$ cat config.mk
export PLATFORM = sky130hd
export DESIGN_NAME = shc_ctrl
export DESIGN_NICKNAME = d
export VERILOG_FILES = /design/src/hdl/shc_pkg.sv /design/src/hdl/sync2.sv /design/src/hdl/shc_ctrl.sv
export SDC_FILE = /design/constraint.sdc
export NUM_CORES = 1
export LEC_CHECK = 0
export BUFFER_PORTS_ARGS = -buffer_cell sky130_fd_sc_hd__buf_2
export CAP_MARGIN = 0
export CELL_PAD_IN_SITES_DETAIL_PLACEMENT = 1
export CELL_PAD_IN_SITES_GLOBAL_PLACEMENT = 2
export CORE_UTILIZATION = 43
export CTS_BUF_LIST = sky130_fd_sc_hd__clkbuf_16
export DETAILED_ROUTE_END_ITERATION = 10
export HOLD_SLACK_MARGIN = 0.12
export PLACE_DENSITY_LB_ADDON = 0.1
export SYNTH_ARGS = -nofsm -noshare
export SYNTH_HDL_FRONTEND = slang
export SYNTH_SLANG_ARGS = --single-unit
$ cat constraint.sdc
create_clock -name sys_clk -period 4.01 [get_ports sys_clk]
set_input_delay 0.2005 -clock sys_clk [delete_from_list [all_inputs] [get_ports sys_clk]]
set_output_delay 0.2005 -clock sys_clk [all_outputs]
set_load 0.05 [all_outputs]
$ cat src/hdl/shc_pkg.sv
/*
 * Shared constants and types for the sample-and-hold channel control block.
 * Assumes a 100 MHz system clock; pins arrive asynchronously and are
 * synchronised inside the block.
 */
package shc_pkg;
   // ----------------------------------------------------------------
   // Timing
   // ----------------------------------------------------------------
   localparam int CLK_MHZ     = 100;
   localparam int RST_MIN_NS  = 90;
   localparam int RST_MAX_NS  = 200;
   localparam int ACQ_MAX_US  = 16;
   localparam int RST_MIN_CYC = (RST_MIN_NS * CLK_MHZ + 999) / 1000;
   localparam int RST_MAX_CYC = (RST_MAX_NS * CLK_MHZ) / 1000;
   localparam int ACQ_MAX_CYC = ACQ_MAX_US * CLK_MHZ;
   localparam int ACQ_W       = 11;
   localparam int LO_W        = 5;

   // ----------------------------------------------------------------
   // Channels and serial word
   // ----------------------------------------------------------------
   localparam int          NUM_CH   = 32;
   localparam int          IDX_W    = 6;
   localparam logic [5:0]  OFFS_IDX = 6'h20;
   localparam int          SER_BITS = 8;
   localparam int          SER_OFFS = 7;

   typedef struct packed {
      logic       offs;
      logic [4:0] ch;
   } chan_sel_t;

   // ----------------------------------------------------------------
   // Pins and their pull defaults when floating
   // ----------------------------------------------------------------
   localparam int PIN_W = 7;
   typedef struct packed {
      logic cs_sync_n;
      logic wr_n;
      logic offset_sel;
      logic sclk;
      logic sdin;
      logic track_n;
      logic port_choice;
   } pin_in_t;
   localparam logic [6:0] PIN_DEFAULT = 7'h4e;

   // ----------------------------------------------------------------
   // APB map
   // ----------------------------------------------------------------
   localparam logic [11:0] CTRL_ADDR = 12'h000;
   localparam logic [11:0] STAT_ADDR = 12'h004;
   localparam logic [3:0]  VAL_PAGE  = 4'h1;
   localparam int          CTRL_GO   = 8;
   localparam int          CTRL_OFFS = 5;

   typedef enum logic [2:0] {
      ST_IDLE = 3'b001,
      ST_HOLD = 3'b010,
      ST_ACQ  = 3'b100
   } acq_state_t;
endpackage

$ cat src/hdl/sync2.sv
/*
 * Two-flip-flop synchroniser for a vector of asynchronous levels.
 * Assumes every bit is an independent level.
 */
module sync2 #(
   parameter int W = 1
) (
   input  wire logic         sys_clk,
   input  wire logic         nrst,
   input  wire logic [W-1:0] d,
   output logic      [W-1:0] q
);
   logic [W-1:0] meta_ff;
   logic [W-1:0] q_ff;

   always_ff @(posedge sys_clk or negedge nrst) begin
      if (!nrst) begin
         meta_ff <= '0;
         q_ff    <= '0;
      end else begin
         meta_ff <= d;
         q_ff    <= meta_ff;
      end
   end

   assign q = q_ff;
endmodule // sync2

$ cat src/hdl/shc_ctrl.sv
/*
 * Channel control: parallel and serial addressing, track/reset pin,
 * acquisition sequencing, channel value store and APB register slave.
 * Assumes pins are asynchronous and adc_code is on sys_clk.
 */
module shc_ctrl
   import shc_pkg::*;
#(
   parameter int VAL_W   = 12,
   parameter int ACQ_CYC = ACQ_MAX_CYC
) (
   input  wire logic             sys_clk,
   input  wire logic             nrst,
   input  wire logic [11:0]      paddr,
   input  wire logic             psel,
   input  wire logic             penable,
   input  wire logic             pwrite,
   input  wire logic [31:0]      pwdata,
   output logic      [31:0]      prdata,
   output logic                  pready,
   output logic                  pslverr,
   input  wire pin_in_t          pin_val,
   input  wire logic [PIN_W-1:0] pin_float,
   input  wire logic [4:0]       channel_address,
   input  wire logic [VAL_W-1:0] adc_code,
   output logic                  busy_n,
   output logic                  input_routed,
   output logic                  sdout,
   output chan_sel_t             acq_chan
);
   localparam logic [ACQ_W-1:0] ACQ_LAST = ACQ_W'(ACQ_CYC - 1);
   localparam logic [LO_W-1:0]  LO_MIN   = LO_W'(RST_MIN_CYC);
   localparam logic [LO_W-1:0]  LO_MAX   = LO_W'(RST_MAX_CYC);

   // ----------------------------------------------------------------
   // Pin defaults and synchronisers
   // ----------------------------------------------------------------
   logic [PIN_W-1:0] s_val;
   logic [PIN_W-1:0] s_flt;
   pin_in_t          s_pin;
   pin_in_t          p_pin_ff;
   logic [4:0]       s_addr;

   // Levels cross relative to the idle pattern, so reset reads as idle pins
   sync2 #(.W(2 * PIN_W + 5)) u_sync (
      .sys_clk (sys_clk),
      .nrst    (nrst),
      .d       ({PIN_W'(pin_val) ^ PIN_DEFAULT, pin_float, channel_address}),
      .q       ({s_val, s_flt, s_addr})
   );

   assign s_pin = pin_in_t'(((s_val ^ PIN_DEFAULT) & ~s_flt) | (PIN_DEFAULT & s_flt));

   always_ff @(posedge sys_clk or negedge nrst) begin
      if (!nrst) p_pin_ff <= pin_in_t'(PIN_DEFAULT);
      else       p_pin_ff <= s_pin;
   end

   logic cs_fall, wr_fall, sclk_fall, sclk_rise, trk_rise, ser_mode;
   assign ser_mode  = s_pin.port_choice;
   assign cs_fall   = p_pin_ff.cs_sync_n & ~s_pin.cs_sync_n;
   assign wr_fall   = p_pin_ff.wr_n & ~s_pin.wr_n;
   assign sclk_fall = p_pin_ff.sclk & ~s_pin.sclk & ~s_pin.cs_sync_n;
   assign sclk_rise = ~p_pin_ff.sclk & s_pin.sclk & ~s_pin.cs_sync_n;
   assign trk_rise  = ~p_pin_ff.track_n & s_pin.track_n;

   // ----------------------------------------------------------------
   // Track/reset pulse measurement
   // ----------------------------------------------------------------
   logic [LO_W-1:0] lo_cnt_ff, nxt_lo_cnt;
   logic            srst, trk_long;

   always_comb begin
      nxt_lo_cnt = lo_cnt_ff;
      if (s_pin.track_n)        nxt_lo_cnt = '0;
      else if (lo_cnt_ff != '1) nxt_lo_cnt = lo_cnt_ff + 1'b1;
   end

   always_ff @(posedge sys_clk or negedge nrst) begin
      if (!nrst) lo_cnt_ff <= '0;
      else       lo_cnt_ff <= nxt_lo_cnt;
   end

   assign srst     = trk_rise & (lo_cnt_ff >= LO_MIN) & (lo_cnt_ff <= LO_MAX);
   assign trk_long = trk_rise & (lo_cnt_ff > LO_MAX);

   // ----------------------------------------------------------------
   // Addressing: parallel, serial and software
   // ----------------------------------------------------------------
   logic [SER_BITS-1:0] sh_in_ff, nxt_sh_in;
   logic [2:0]          bit_cnt_ff, nxt_bit_cnt;
   logic [VAL_W-1:0]    rb_sh_ff, nxt_rb_sh;
   logic                sdout_ff, nxt_sdout;
   logic                par_ev, ser_ev, sw_ev, addr_ev;
   logic [SER_BITS-1:0] ser_word;
   chan_sel_t           ev_sel;
   chan_sel_t           sel_ff;
   logic [VAL_W-1:0]    val_ff [NUM_CH+1];
   logic [IDX_W-1:0]    sel_idx;

   assign sel_idx  = sel_ff.offs ? OFFS_IDX : {1'b0, sel_ff.ch};
   assign ser_word = {sh_in_ff[SER_BITS-2:0], s_pin.sdin};

   assign par_ev = ~ser_mode & ~s_pin.cs_sync_n & wr_fall;
   // eighth falling edge completes the word
   assign ser_ev = ser_mode & sclk_fall & (bit_cnt_ff == 3'd7);
   assign sw_ev  = psel & penable & pwrite & (paddr == CTRL_ADDR) & pwdata[CTRL_GO];
   assign addr_ev = par_ev | ser_ev | sw_ev;

   always_comb begin
      if (par_ev)      ev_sel = '{offs: s_pin.offset_sel, ch: s_addr};
      else if (ser_ev) ev_sel = '{offs: ser_word[SER_OFFS], ch: ser_word[4:0]};
      else             ev_sel = '{offs: pwdata[CTRL_OFFS], ch: pwdata[4:0]};
   end

   always_comb begin
      nxt_sh_in   = sh_in_ff;
      nxt_bit_cnt = bit_cnt_ff;
      nxt_rb_sh   = rb_sh_ff;
      nxt_sdout   = sdout_ff;
      if (ser_mode) begin
         if (cs_fall) begin
            nxt_bit_cnt = '0;
            nxt_rb_sh   = val_ff[sel_idx];
         end else begin
            if (sclk_fall) begin
               nxt_sh_in   = ser_word;
               nxt_bit_cnt = bit_cnt_ff + 1'b1;
            end
            // shift readback out on rising edge
            if (sclk_rise) begin
               nxt_sdout = rb_sh_ff[VAL_W-1];
               nxt_rb_sh = {rb_sh_ff[VAL_W-2:0], 1'b0};
            end
         end
      end
   end

   always_ff @(posedge sys_clk or negedge nrst) begin
      if (!nrst) begin
         sh_in_ff   <= '0;
         bit_cnt_ff <= '0;
         rb_sh_ff   <= '0;
         sdout_ff   <= 1'b0;
      end else if (srst) begin
         sh_in_ff   <= '0;
         bit_cnt_ff <= '0;
         rb_sh_ff   <= '0;
         sdout_ff   <= 1'b0;
      end else begin
         sh_in_ff   <= nxt_sh_in;
         bit_cnt_ff <= nxt_bit_cnt;
         rb_sh_ff   <= nxt_rb_sh;
         sdout_ff   <= nxt_sdout;
      end
   end

   // ----------------------------------------------------------------
   // Acquisition sequencer
   // ----------------------------------------------------------------
   acq_state_t       state_ff, nxt_state;
   logic [ACQ_W-1:0] acq_cnt_ff, nxt_acq_cnt;
   chan_sel_t        nxt_sel;
   logic             val_we;

   always_comb begin
      nxt_state   = state_ff;
      nxt_acq_cnt = acq_cnt_ff;
      nxt_sel     = sel_ff;
      val_we      = 1'b0;
      unique case (state_ff)
         ST_IDLE, ST_HOLD: begin
            if (addr_ev) begin
               nxt_sel     = ev_sel;
               nxt_acq_cnt = '0;
               // track level decides start or hold
               nxt_state   = s_pin.track_n ? ST_ACQ : ST_HOLD;
            end else if (state_ff == ST_HOLD && trk_long) begin
               nxt_acq_cnt = '0;
               nxt_state   = ST_ACQ;
            end
         end
         ST_ACQ: begin
            nxt_acq_cnt = acq_cnt_ff + 1'b1;
            if (acq_cnt_ff == ACQ_LAST) begin
               val_we    = 1'b1;
               nxt_state = ST_IDLE;
            end
         end
      endcase
   end

   always_ff @(posedge sys_clk or negedge nrst) begin
      if (!nrst) begin
         state_ff   <= ST_IDLE;
         acq_cnt_ff <= '0;
         sel_ff     <= '0;
      end else if (srst) begin
         state_ff   <= ST_IDLE;
         acq_cnt_ff <= '0;
         sel_ff     <= '0;
      end else begin
         state_ff   <= nxt_state;
         acq_cnt_ff <= nxt_acq_cnt;
         sel_ff     <= nxt_sel;
      end
   end

   // values cleared at reset and on reset pulse
   always_ff @(posedge sys_clk or negedge nrst) begin
      if (!nrst) begin
         for (int i = 0; i <= NUM_CH; i++) val_ff[i] <= '0;
      end else if (srst) begin
         for (int i = 0; i <= NUM_CH; i++) val_ff[i] <= '0;
      end else if (val_we) begin
         val_ff[sel_idx] <= adc_code;
      end
   end

   assign busy_n       = (state_ff != ST_ACQ);
   // input routed while held or acquiring
   assign input_routed = (state_ff != ST_IDLE);
   assign sdout        = sdout_ff;
   assign acq_chan     = sel_ff;

   // ----------------------------------------------------------------
   // APB slave
   // ----------------------------------------------------------------
   logic [31:0]      prdata_ff, nxt_prdata;
   logic             hit;
   logic [IDX_W-1:0] rd_idx;

   assign rd_idx = paddr[7:2];
   always_comb begin
      hit        = 1'b1;
      nxt_prdata = prdata_ff;
      if (paddr == CTRL_ADDR) begin
         nxt_prdata = 32'h0;
      end else if (paddr == STAT_ADDR) begin
         nxt_prdata = {21'h0, (state_ff == ST_HOLD), sel_ff, s_pin.track_n,
                       ser_mode, input_routed, ~busy_n};
      end else if (paddr[11:8] == VAL_PAGE && rd_idx <= OFFS_IDX) begin
         nxt_prdata = {{(32 - VAL_W){1'b0}}, val_ff[rd_idx]};
      end else begin
         hit        = 1'b0;
         nxt_prdata = 32'h0;
      end
   end

   always_ff @(posedge sys_clk or negedge nrst) begin
      if (!nrst)                  prdata_ff <= '0;
      else if (psel && !penable)  prdata_ff <= nxt_prdata;
   end

   assign prdata  = prdata_ff;
   assign pready  = psel & penable;
   assign pslverr = psel & penable & ~hit;
endmodule // shc_ctrl

After elaboration in Yosys (flattened, before gate mapping):

Index checks and enable logic that the tools add are counted.

* eq/ne operators: 13
* reduce and logical (&&, ||, !) cells: 22
* add/sub/neg operators: 3
* $lt $le $gt $ge: 7
* muxes and demuxes: 53
* $mul: 0
* divide/modulo/power cells: 0
* bitwise operators: 36
* shifts and indexed selects: 0

Operators by type and width (count)
* 396-bit two-way mux: 2
* 396-bit bitwise mux: 1
* 12-bit binary-select mux with 6-bit select: 2
* 12-bit two-way mux: 10
* 12-bit demux with 6-bit select: 1
* 32-bit two-way mux: 2
* 6-bit two-way mux: 6
* 11-bit two-way mux: 3
* 7-bit two-way mux: 4
* 3-bit two-way mux: 9
* 11-bit one-hot mux with 2 select lines: 1
* 1-bit AND: 19
* 7-bit greater-or-equal comparator (second input constant): 2
* 6-bit NOT with 7-bit output: 2
* 2-bit nonzero test: 7
* 12-bit by 3-bit equality test with 1-bit output (second input constant): 1
* 12-bit logical NOT: 1
* 11-bit by 1-bit adder with 11-bit output (second input constant): 1
* 11-bit equality test (second input constant): 1
* 5-bit two-way mux: 2
* 1-bit two-way mux: 9
* 1-bit NOT: 8
* 4-bit NOT: 2
* 2-bit AND reduction: 4
* other kinds (26): 34

* memories kept: 0
* logic and storage cells: 183
* memory bits (writable): 0
* bits in latches: 0
* input port bits: 80
* memory bits (read-only): 0
* register bits after elaboration: 518

Logic depth before layout (Yosys ltp):

Gate-level depths: netlist of run 1.

* depth after elaboration: 13
* mapped depth: 10
* depth with buffers taken out: 8

Hierarchy:

Synthesis of run 1 repeated with hierarchy kept, for this count alone.

* cell total of the unflattened synthesis: 2831
* area, all modules: 26862.0 um^2

Modules (own cells, without submodules)
* shc_ctrl: area each 25911.1 um^2, cells an instance 2793, seq. area each 11516.0 um^2, times used 1
* sync2: area each 950.9 um^2, cells an instance 38, seq. area each 950.9 um^2, times used 1

Least setup slack after synthesis of run 1:

OpenSTA, ideal clock, no wires.

* path type: register -> register
* start point: register sel_ff, in the netlist acq_chan[0]
* end point: register val_ff[109] in the netlist's numbering
* buffers on the path: 6
* required time: 3.874 ns
* cell stages (with the launch flop): 10
* arrival time: 2.363 ns
* setup time: 0.136 ns
* path slack: 1.511 ns
* path through: dfrtp_1 buf_2 buf_2 buf_2 buf_2 clkbuf_1 nand3_1 clkbuf_1 nand2_1 a21oi_1

* longest elaborated chain between the ends: 9

Ends and longest elaborated chain
* start: declaration: RTL line shc_ctrl.sv:97 `chan_sel_t sel_ff;`
* start signal: assignment: RTL line shc_ctrl.sv:205 `sel_ff <= nxt_sel;`
* 6-bit two-way mux *: RTL line shc_ctrl.sv:101 `assign sel_idx = sel_ff.offs ? OFFS_IDX : {1'b0, sel_ff.ch};`
* 6-bit NOT with 7-bit output (implied by the code) *: RTL line shc_ctrl.sv:216 `val_ff[sel_idx] <= adc_code;`
* 7-bit greater-or-equal comparator (implied by the code) / 7-bit by 1-bit < comparator with 1-bit output (equally long branches): RTL line shc_ctrl.sv:216
* 1-bit logical AND (implied by the code): RTL line shc_ctrl.sv:216
* 12-bit two-way mux (implied by the code): RTL line shc_ctrl.sv:216
* 12-bit demux with 6-bit select *: RTL line shc_ctrl.sv:216
* 396-bit bitwise mux *: RTL line shc_ctrl.sv:216
* 396-bit two-way mux *: RTL line shc_ctrl.sv:215 `end else if (val_we) begin`
* 396-bit two-way mux *: RTL line shc_ctrl.sv:213 `end else if (srst) begin`
* end signal: indexed assignment: RTL line shc_ctrl.sv:216
* end: declaration: RTL line shc_ctrl.sv:98 `logic [VAL_W-1:0] val_ff [NUM_CH+1];`

Every way passes the cells marked *; elsewhere a longest branch is shown, timed or not. The select of a mux whose other input is x is not followed.
A chain may end at the register's enable or synchronous reset.

Worst setup path after layout of run 1:

* start point: register sel_ff, in the netlist acq_chan[1]
* end point: register val_ff[65] in the netlist's numbering

Same word-level chain as after synthesis.

==> run summary, run 1 <==
CP Capture Type -> flop
Reg area -> 12,480 sq um
CP max stage delay -> 0.95 ns
via/cell ratio -> 6.442
reg-to-reg startpoint -> acq_chan[1]$_DFFE_PN0P_
Yosys top cell by area -> dfrtp_1
Worst Path Buf+Inv -> 0
largest net degree at the start of global routing -> 117
Total Routing Usage GR -> 37.30%
DRT Pass-1 Iters -> 5
Starting DRT DRC Count -> 3,104
Reg clk slew, reported paths -> 0.06 ns
largest cells by area after synthesis -> dfrtp_1 (45%), nand2_1 (12%), mux4_2 (8.9%)
IO buf count -> 77
Hold Vio Cnt, Final -> 0
Nets -> 3,091
CTS Buf Count -> 58
Worst R2R Path Depth -> 6
Syn Inst Count -> 2,969
Setup crit start kind -> flop
GP Congestion -> 0.9927
Most common cell on crit path -> nand2_1
slowest CP cell -> nor3_2
multi-input logic area -> 13,360 sq um
Slew HR -> 24.14%
final WL -> 118,800 um
CTS Buffer Depth -> 3
CP delay by family, top -> simple AND/OR/NAND/NOR gates
ANT nets after route -> 0
Synth Cell Area -> 27,200 sq um
synth-to-layout area growth -> 13.15%
syn_area_per_cell -> 9.163 sq um
Levels on crit path -> 6
total gr overflow -> 0
fin util -> 49.60%
CTS tree -> yes
LEAKAGE -> 13.33 nW
crit-path max FO -> 30
Worst Setup EP -> val_ff[65]$_DFFE_PN0P_
#FFs+latches synth -> 498
synth unique cells -> 82
Hold WC Path Type -> input port to flop
status -> finished clean
Yosys top cell area share -> 45.44%
fraction of registers with async set/reset -> 100.0%
Initial Utilization -> 43.84%
setup TNS -> 0 ns
worst slew pin tran -> 1.132 ns
power per cell area -> 397.8 nW/um^2
# fillers -> 7,049
routed len/inst -> 30.52 um
Core Area -> 62,050 sq um
top_reg_cell synth -> dfrtp_1
DIE WIDTH -> 253.5 um
row count -> 91
I/O pin total -> 123
max-slew violation count -> 0
DPL Wire Length -> 78,000 um
Tmin final -> 3.730 ns
origin of the worst setup path -> acq_chan[1]$_DFFE_PN0P_
peak supply drop -> 0.3095 mV
critical path cell sequence -> nor2b_1 > nand2_1 > nor3_2 > nand3_1 > nand2_1 > a21oi_1
Max Clock Skew -> 0.02065 ns
Ys Warns -> 0
FMAX -> 268.1 MHz
post-CTS sizing -> 0
CP arrival -> 4.21 ns
Final Cycle Share -> 93.03%
clock sink count -> 498
vias in the first global route -> 25,740
flop2flop setup slack -> 0.28 ns
later-pin clock latency in the skew report -> 0.64 ns
Die Ht -> 253.5 um
sequential element share of the synthesized area -> 45.83%
vias after detailed routing -> 25,070
final setup vio count -> 0
H-tree lvl count -> 2
EDFF count, synth -> 0
critical setup path kind -> flop to flop
first-pass GRT wire length -> 175,200 um
hold_ws -> 0.1602 ns
DRC viols -> 0
max cap viols -> 0
initial antenna violation count -> 3
clock root cell -> clkbuf_16
reg-to-reg endpoint -> val_ff[65]$_DFFE_PN0P_
layout cells sized above 1 -> 15.73%
required time worst endpoint -> 4.49 ns
Die Area -> 64,270 sq um
RSZ-0062 raised after global routing -> no
[metal layers]
| metal | global-route usage (%) | wire [um] |
|---|---|---|
| met3 | 7.242 | 10840 |
| met2 | 58.07 | 54310 |
| met5 | 0 | 34 |
| met1 | 50.79 | 48320 |
| met4 | 15.79 | 5249 |
[power by group]
group / leakage, nW / total, mW / internal (mW) / switching (mW)
Sequential: 4.72 / 5.27 / 5.13 / 0.134
Combinational: 7.62 / 1.42 / 0.405 / 1.02
Clock: 0.987 / 5.55 / 3.24 / 2.32
Total: 13.3 / 12.2 / 8.77 / 3.47
[cells in the mapped netlist (4+ instances only)]
library cell    n
nand2_1       893
dfrtp_1       494
a21oi_1       442
clkbuf_1      139
mux2i_1       131
mux4_2        107
nor2_1        102
buf_2          92
o21ai_0        45
buf_4          39
nand3_1        37
a22oi_1        28
mux2_2         28
nor3_1         28
nor2b_1        27
o221ai_1       24
o22ai_1        24
inv_1          21
o211ai_1       21
a221oi_1       14
a221o_1        12
a31oi_1        12
and2_1         12
buf_1          12
o21ai_1        12
a211oi_1       11
nand2b_1       11
a32oi_1         9
a22o_1          8
o31ai_1         8
and3_1          7
ha_1            7
nor4_1          7
nand3b_1        6
nor3_2          6
or3_1           6
a2bb2oi_1       5
o2111ai_1       5
a21boi_0        4
buf_6           4
dfstp_2         4
[flip-flops by register name, summed over array words and instances (netlist names)]
| signal | cells |
|---|---|
| acq_chan | 6 |
| acq_cnt_ff | 11 |
| bit_cnt_ff | 3 |
| lo_cnt_ff | 5 |
| p_pin_ff | 4 |
| prdata | 12 |
| rb_sh_ff | 12 |
| sdout | 1 |
| sh_in_ff | 7 |
| state_ff | 3 |
| u_sync.meta_ff | 19 |
| u_sync.q | 19 |
| val_ff | 396 |
[cell type report]
cell class	instances	share of cell area [%]
multi-input combinational	2181	43.40
sequential	498	40.54
timing repair buffer	242	6.053
clock buffer	59	4.797
tap	837	3.402
clock inverter	49	1.508
inverter	23	0.2805
antenna	2	0.01626
[stage by stage]
stage | instances | setup slack [ns] | power (mW) | instance area (sq um)
3_5_place_dp | 3758 | 0.5464 | 6.722 | 28600
5_1_grt | 3889 | 0.3181 | 12.53 | 30780
2_1_floorplan | 2988 | 1.511 | 6.103 | 27270
4_1_cts | 3889 | 0.4397 | 12.26 | 30780
3_3_place_gp | 3758 | 0.6522 | 6.691 | 28600
6_report | 3891 | 0.2797 | 12.25 | 30780
[cells in the final DEF (no fill, tap or decap), types with 8 or more instances in the layout]
cell type        n
dlygate4sd3_1   23
o221ai_1        24
conb_1          20
a31oi_1         12
bufinv_16        9
inv_1           28
o211ai_1        21
a221o_1         12
a221oi_1        14
o21ai_0         45
nor3_1          28
buf_2           74
nand2b_1        11
a22oi_1         28
a21oi_1        442
clkinv_1        12
mux4_2         107
nand2_1        893
clkinv_2        18
a211oi_1        11
o22ai_1         24
o31ai_1          8
mux2i_1        131
clkbuf_16       59
dfrtp_1        490
mux2_2          28
nor2b_1         27
buf_12          13
a22o_1           8
o21ai_1         12
buf_4          130
and2_1          11
nand3_1         37
a32oi_1          9
nor2_1         102
[worst min path at each step]
stage                                   end         start  cells after the start  slack, ns
5_1_grt             acq_chan[4]$_DFFE_PN0P_     pwdata[4]                      4       0.13
3_5_place_dp   u_sync.meta_ff[17]$_DFF_PN0_    pin_val[5]                      1       0.31
6_report            acq_chan[4]$_DFFE_PN0P_     pwdata[4]                      4       0.16
4_1_cts             acq_chan[4]$_DFFE_PN0P_     pwdata[4]                      4       0.12
3_3_place_gp   u_sync.meta_ff[11]$_DFF_PN0_  pin_float[6]                      1       0.31
2_1_floorplan       acq_chan[0]$_DFFE_PN0P_          nrst                      0       -0.1
[cell families (layout without fill, tap and decap cells)]
logic type                 count (synthesis)  in the layout  share of synthesized area [%]
and+or+nand+nor                         1168           1168                          17.91
AOI/OAI and AO/OA                        715            715                          15.59
DFF                                      498            498                          45.83
buffers and inverters                    309            373                          5.335
muxes                                    266            266                          14.84
adders and majority gates                  7              7                         0.3219
xor gates and xnor gates                   5              5                         0.1610
other                                      1             22                        0.01378
[worst reg2reg max path, delay by kind of cell (launching register included)]
kind / cells / cell delay (ns)
compound gates: 1 / 0.11
flops: 1 / 0.83
simple gates: 5 / 2.64
[what timing repair did]
| action | in CTS | in global routing |
|---|---|---|
| setup endpoints to repair | 0 | 0 |
| endpoints found under the hold margin | 127 | 0 |
| hold buffers | 23 | 0 |
| setup buffers | 0 | 0 |
No activity file was read; power rests on OpenSTA's default activity.
==> run 2: changes to the inputs <==
==> constraint.sdc (replaced) <==
create_clock -name sys_clk -period 4.01 [get_ports sys_clk]
set_input_delay 0 -clock sys_clk [delete_from_list [all_inputs] [get_ports sys_clk]]
set_output_delay 0 -clock sys_clk [all_outputs]
set_load 0.05 [all_outputs]
==> run 2 against run 1 <==
  * Via count rose by 0.41%
  * Largest power group is now registers
  * Critical path depth did not move
  * Clock skew rose by 0.0011 ns
  * First-iteration DRC count fell by 9.3%
  * Combinational power up 3%
  * Clock-buffer cell count decreased by 2
  * Sequential cell count did not move
  * Cell area grew 0.85%
==> run summary, run 2 (same netlist as run 1, synthesis figures left out) <==
setup TNS -> 0 ns (unchanged)
total gr overflow -> 0 (unchanged)
I/O pin total -> 123 (unchanged)
CP delay by family, top -> simple AND/OR/NAND/NOR gates (unchanged)
worst slew pin tran -> 1.211 ns (was 1.132 ns)
critical path cell sequence -> nor2b_1 > nand2_1 > nor3_2 > nand3_1 > nand2_1 > a21oi_1 (unchanged)
largest net degree at the start of global routing -> 131 (was 117)
commonest non-fill, non-tap cell in the layout -> nand2_1 (unchanged)
DRT Pass-1 Iters -> 6 (was 5)
H-tree lvl count -> 2 (unchanged)
Tmin final -> 3.803 ns (was 3.730 ns)
Hold WC Path Type -> input port to flop (unchanged)
Starting DRT DRC Count -> 2,816 (was 3,104)
# fillers -> 7,073 (was 7,049)
metal2 WL -> 53,780 um (was 54,310 um)
CTS tree -> yes (unchanged)
Nets -> 3,137 (was 3,091)
synth-to-layout area growth -> 14.11% (was 13.15%)
vias in the first global route -> 25,870 (was 25,740)
peak supply drop -> 0.3569 mV (was 0.3095 mV)
CP arrival -> 4.30 ns (was 4.21 ns)
ANT nets after route -> 0 (unchanged)
vias after detailed routing -> 25,170 (was 25,070)
CTS Buffer Depth -> 3 (unchanged)
number of setup buffers added after CTS -> 0 (unchanged)
RSZ-0062 raised after global routing -> no (unchanged)
Final Cycle Share -> 94.83% (was 93.03%)
number of flip-flops in the largest register -> 396 (unchanged)
CP Capture Type -> flop (unchanged)
commonest cells after routing, fill and taps aside -> nand2_1 (893), dfrtp_1 (490), a21oi_1 (442) (unchanged)
status -> finished clean (unchanged)
Die Ht -> 253.5 um (unchanged)
power per cell area -> 378.9 nW/um^2 (was 397.8 nW/um^2)
Core Area -> 62,050 sq um (unchanged)
met1 wire length -> 49,340 um (was 48,320 um)
IO buf count -> 77 (unchanged)
required time worst endpoint -> 4.51 ns (was 4.49 ns)
Reg clk slew, reported paths -> 0.06 ns (about the same)
FMAX -> 263.0 MHz (was 268.1 MHz)
slowest CP cell -> nor3_2 (unchanged)
via/cell ratio -> 6.396 (was 6.442)
later-pin clock latency in the skew report -> 0.65 ns (was 0.64 ns)
layout cells sized above 1 -> 15.05% (was 15.73%)
clock root cell -> clkbuf_16 (unchanged)
crit-path max FO -> 29 (was 30)
max-slew violation count -> 0 (unchanged)
final WL -> 120,500 um (was 118,800 um)
DRC viols -> 0 (unchanged)
Max Clock Skew -> 0.02176 ns (was 0.02065 ns)
clock sink count -> 498 (unchanged)
Initial Utilization -> 43.84% (unchanged)
routed len/inst -> 30.63 um (was 30.52 um)
Slew HR -> 18.85% (was 24.14%)
initial antenna violation count -> 6 (was 3)
CTS Buf Count -> 57 (was 58)
largest register by flop count -> val_ff (unchanged)
DIE WIDTH -> 253.5 um (unchanged)
Die Area -> 64,270 sq um (unchanged)
Power Total -> 11.76 mW (was 12.25 mW)
Total Routing Usage GR -> 37.82% (was 37.30%)
first-pass GRT wire length -> 177,300 um (was 175,200 um)
Most common cell on crit path -> nand2_1 (unchanged)
DR WL met3 -> 11,180 um (was 10,840 um)
max cap viols -> 0 (unchanged)
DPL Wire Length -> 77,650 um (was 78,000 um)
Worst Path Buf+Inv -> 0 (unchanged)
CP max stage delay -> 1.02 ns (was 0.95 ns)
Hold Vio Cnt, Final -> 0 (unchanged)
Setup crit start kind -> flop (unchanged)
Max Used Layer -> met5 (unchanged)
GP Congestion -> 0.9731 (was 0.9927)
LEAKAGE -> 13.39 nW (was 13.33 nW)
row count -> 91 (unchanged)
critical setup path kind -> flop to flop (unchanged)
final setup vio count -> 0 (unchanged)
run 2: final cells by class:
cell class	instances	area [sq um]	share of cell area, %
Antenna cell	2	5.005	0.01612
Clock buffer	57	1426	4.595
Clock inverter	48	294.0	0.9472
Inverter	23	86.33	0.2781
Multi-Input combinational cell	2181	13360	43.04
Sequential cell	498	12480	40.20
Tap cell	837	1047	3.374
Timing Repair Buffer	289	2344	7.550
run 2: per-layer routing:
layer | global-route usage [%] | vias up
met3 | 8.450 | 335
met1 | 51.43 | 13040
met2 | 57.21 | 1273
met5 | 0 | -
li1 | - | 10510
met4 | 18.04 | 8
run 2: metrics by stage:
step	cells	util, %	hold slack [ns]	setup WS (ns)	cell area, sq um
5_1_grt	3935	50.02	0.2733	0.2793	31040
3_5_place_dp	3751	45.97	0.1100	0.4780	28530
2_1_floorplan	2988	-	-0.2956	1.511	27270
4_1_cts	3933	50.02	0.1683	0.4415	31040
3_3_place_gp	3751	45.97	0.1099	0.6720	28530
6_report	3935	50.02	0.2018	0.2074	31040
run 2: path summary, 6_finish.rpt:
check,startpoint,end,slack (ns),cells after the start
min in group asynchronous,nrst,p_pin_ff[3]$_DFF_PN1_,0.63,3
setup reg to reg,acq_chan[1]$_DFFE_PN0P_,val_ff[60]$_DFFE_PN0P_,0.21,6
setup / recovery,acq_chan[1]$_DFFE_PN0P_,val_ff[60]$_DFFE_PN0P_,0.21,6
hold reg to reg,u_sync.meta_ff[8]$_DFF_PN0_,u_sync.q[8]$_DFF_PN0_,0.35,0
hold / removal,paddr[10],prdata[5]$_DFFE_PN0P_,0.20,6
max in group asynchronous,nrst,val_ff[239]$_DFFE_PN0P_,2.75,4
run 2: worst register-to-register path: stages (launching register included):
cell and delay (ns):
dfrtp_4 0.79, nor2b_1 0.30, nand2_1 0.34, nor3_2 1.03
nand3_1 0.81, nand2_1 0.29, a21oi_1 0.10
run 2: where the power goes:
| part | internal (mW) | switching, mW |
|---|---|---|
| sequential | 5.13 | 0.147 |
| combinational | 0.436 | 1.03 |
| clock | 2.70 | 2.31 |
run 2: what timing repair did:
action	CTS	global route
resized for setup	0	0
endpoints found under the setup margin	0	0
hold buffers	77	0
hold endpoints to repair	660	0
==> run 3: changes to the inputs <==
Settings changed: ABC_AREA set to 1, CORE_UTILIZATION 43 to 40.
==> run 3 against run 2 <==
  * Die area up 3.8%
  * Register-to-register slack better by 0.47 ns
  * Non-clock buffer count down 14
  * Sequential cell count unchanged
  * Sequential power down 2%
  * Synthesized cell count up 13%
  * Worst hold slack worse by 0.0026 ns
  * Clock-buffer cell count up 2
  * Clock skew up 0.015 ns
  * Via count up 3.3%
  * Largest cell class is now flip-flops and latches
==> run summary, run 3 <==
status -> finished clean (unchanged)
largest net degree at the start of global routing -> 95 (was 131)
CP Capture Type -> flop (unchanged)
row count -> 93 (was 91)
Yosys top cell area share -> 47.07% (was 45.44%)
Hold WC Path Type -> input port to flop (unchanged)
max-slew violation count -> 0 (unchanged)
vias in the first global route -> 27,370 (was 25,870)
layout cells sized above 1 -> 9.813% (was 15.05%)
WHS Path Cells -> 4 (was 6)
reg-to-reg endpoint -> val_ff[284]$_DFFE_PN0P_ (was val_ff[60]$_DFFE_PN0P_)
Total Routing Usage GR -> 35.15% (was 37.82%)
worst setup margin -> 0.4215 ns (was 0.2074 ns)
Die Ht -> 258.2 um (was 253.5 um)
later-pin clock latency in the skew report -> 0.66 ns (was 0.65 ns)
ANT nets after route -> 0 (unchanged)
FMAX -> 278.7 MHz (was 263.0 MHz)
peak supply drop -> 0.3244 mV (was 0.3569 mV)
Setup crit start kind -> input port (was flop)
CTS tree -> yes (unchanged)
synth-to-layout area growth -> 14.89% (was 14.11%)
Initial Utilization -> 40.59% (was 43.84%)
Synth Cell Area -> 26,260 sq um (was 27,200 sq um)
Core Area -> 64,700 sq um (was 62,050 sq um)
fraction of registers with async set/reset -> 100.0% (unchanged)
critical setup path kind -> input port to flop (was flop to flop)
DIE WIDTH -> 258.2 um (was 253.5 um)
CP max stage delay -> 0.82 ns (was 1.02 ns)
flop2flop setup slack -> 0.68 ns (was 0.21 ns)
critical path cell sequence -> dlygate4sd3_1 > buf_2 > inv_1 > nor3_2 > o211ai_1 > dlygate4sd3_1 > nor3_2 > dlygate4sd3_1 > nand2_1 > dlygate4sd3_1 > nand2_1 (was nor2b_1 > nand2_1 > nor3_2 > nand3_1 > nand2_1 > a21oi_1)
required time worst endpoint -> 4.58 ns (was 4.51 ns)
DRT Pass-1 Iters -> 8 (was 6)
largest register by flop count -> val_ff (unchanged)
setup TNS -> 0 ns (unchanged)
IO buf count -> 77 (unchanged)
DRC viols -> 0 (unchanged)
# fillers -> 7,882 (was 7,073)
commonest cells after routing, fill and taps aside -> nand2_1 (713), inv_1 (512), dfrtp_1 (494) (was nand2_1 (893), dfrtp_1 (490), a21oi_1 (442))
Setup WS pre-CTS -> 0.7369 ns (was 0.4780 ns)
CTS Buffer Depth -> 3 (unchanged)
Die Area -> 66,690 sq um (was 64,270 sq um)
final setup vio count -> 0 (unchanged)
vias after detailed routing -> 26,000 (was 25,170)
Reg clk slew, reported paths -> 0.06 ns (about the same)
number of flip-flops in the largest register -> 396 (unchanged)
Syn Inst Count -> 3,358 (was 2,969)
reg-to-reg startpoint -> acq_cnt_ff[0]$_DFFE_PN0P_ (was acq_chan[1]$_DFFE_PN0P_)
CTS Buf Count -> 58 (was 57)
crit-path max FO -> 15 (was 29)
Ys Warns -> 0 (unchanged)
Most common cell on crit path -> dlygate4sd3_1 (was nand2_1)
Tmin final -> 3.589 ns (was 3.803 ns)
Hold Vio Cnt, Final -> 0 (unchanged)
max cap viols -> 0 (unchanged)
Worst R2R Path Depth -> 9 (was 6)
DPL Wire Length -> 75,580 um (was 77,650 um)
H-tree lvl count -> 2 (unchanged)
commonest non-fill, non-tap cell in the layout -> nand2_1 (unchanged)
slowest CP cell -> nor3_2 (unchanged)
via/cell ratio -> 5.990 (was 6.396)
#FFs+latches synth -> 498 (unchanged)
Starting DRT DRC Count -> 2,309 (was 2,816)
RSZ-0062 raised after global routing -> no (unchanged)
routed len/inst -> 26.98 um (was 30.63 um)
EDFF count, synth -> 0 (unchanged)
Hold Crit Endpoint -> val_ff[184]$_DFFE_PN0P_ (was prdata[5]$_DFFE_PN0P_)
antenna cell count -> 0 (was 2)
Slew HR -> 30.27% (was 18.85%)
Final Cycle Share -> 89.49% (was 94.83%)
I/O pin total -> 123 (unchanged)
clock sink count -> 498 (unchanged)
sequential element share of the synthesized area -> 47.47% (was 45.83%)
largest cells by area after synthesis -> dfrtp_1 (47%), nand2_1 (10%), o22ai_1 (9.3%) (was dfrtp_1 (45%), nand2_1 (12%), mux4_2 (8.9%))
post-CTS sizing -> 0 (unchanged)
LEAKAGE -> 15.62 nW (was 13.39 nW)
initial antenna violation count -> 3 (was 6)
clock root cell -> clkbuf_16 (unchanged)
most frequent cell after synthesis -> nand2_1 (unchanged)
Max Clock Skew -> 0.03649 ns (was 0.02176 ns)
worst slew pin tran -> 1.039 ns (was 1.211 ns)
hold path startpoint -> adc_code[4] (was paddr[10])
syn_area_per_cell -> 7.821 sq um (was 9.163 sq um)
power per cell area -> 371.6 nW/um^2 (was 378.9 nW/um^2)
top_reg_cell synth -> dfrtp_1 (unchanged)
first-pass GRT wire length -> 175,600 um (was 177,300 um)
final WL -> 117,100 um (was 120,500 um)
synth unique cells -> 43 (was 82)
Nets -> 3,530 (was 3,137)
CP arrival -> 4.16 ns (was 4.30 ns)
Yosys top cell by area -> dfrtp_1 (unchanged)
most instantiated cells after synthesis -> nand2_1 (715), inv_1 (502), dfrtp_1 (494) (was nand2_1 (893), dfrtp_1 (494), a21oi_1 (442))
GP Congestion -> 0.9051 (was 0.9731)
total gr overflow -> 0 (unchanged)
-- run 3: metal layers --
layer / track usage, % / wire length [um] / vias up
met5: 0 / 29 / -
met4: 16.16 / 5382 / 4
met3: 5.556 / 8245 / 242
met2: 56.38 / 54360 / 1003
met1: 46.75 / 49080 / 13300
li1: - / - / 11450
-- run 3: cell families (layout without fill, tap and decap cells) --
family                   count (synthesis)  in the layout  share of synthesized area [%]
XOR/XNOR                                 2              2                        0.06671
flip-flops                             498            498                          47.47
adder cells (fa/ha/maj)                  7              7                         0.3335
AO/OA/AOI/OAI                          994            994                          22.44
other                                    1             20                        0.01428
buffers and inverters                  785            893                          12.31
AND/OR/NAND/NOR                       1071           1071                          17.37
-- run 3: how the worst max path moves through the flow --
stage                                         start                       to  slack, ns  cells past startpoint
after floorplan             acq_chan[0]$_DFFE_PN0P_  rb_sh_ff[2]$_DFFE_PN0P_       1.84                     15
after global placement    acq_cnt_ff[0]$_DFFE_PN0P_  val_ff[104]$_DFFE_PN0P_       0.78                      9
after detailed placement  acq_cnt_ff[0]$_DFFE_PN0P_  val_ff[356]$_DFFE_PN0P_       0.74                      9
after CTS                                  paddr[7]    prdata[6]$_DFFE_PN0P_       0.03                     11
after global routing                       paddr[7]    prdata[6]$_DFFE_PN0P_       0.27                     11
final                                      paddr[7]    prdata[6]$_DFFE_PN0P_       0.42                     11
-- run 3: critical path, delay by kind of cell --
family,cells,cell delay [ns]
buffers and inverters,6,2.82
and+or+nand+nor,4,1.08
AOI/OAI and AO/OA,1,0.25
-- run 3: area by class of cell --
class / instances / area [sq um] / share of cell area (%)
repair buffers: 275 / 2222 / 7.364
clock inverters: 43 / 307.8 / 1.020
flip-flops and latches: 498 / 12470 / 41.32
clock buffers: 59 / 1476 / 4.893
multi-input cells: 2094 / 10690 / 35.44
well taps: 855 / 1070 / 3.545
inverters: 516 / 1938 / 6.423
-- run 3: where the power goes --
part / switching [mW] / internal (mW) / total [mW]
Combinational: 0.630 / 0.243 / 0.873
Clock: 2.26 / 2.90 / 5.16
Sequential: 0.0580 / 5.12 / 5.18
-- run 3: repair_timing --
item                                   in CTS  in global routing
buffers inserted                            0                  0
hold buffers                               73                  0
endpoints found under the hold margin     342                  0
-- run 3: stage by stage --
step                      utilization [%]  cells  cell area (sq um)  hold WS (ns)  power (mW)
final                               46.64   4340              30170        0.1992       11.21
after global routing                46.64   4340              30170        0.2133       11.55
after CTS                           46.63   4340              30170        0.1637       11.29
after detailed placement            42.72   4165              27640        0.1105       6.067
after global placement              42.72   4165              27640        0.1095       6.044
after floorplan                         -   3377              26330       -0.2956       5.685
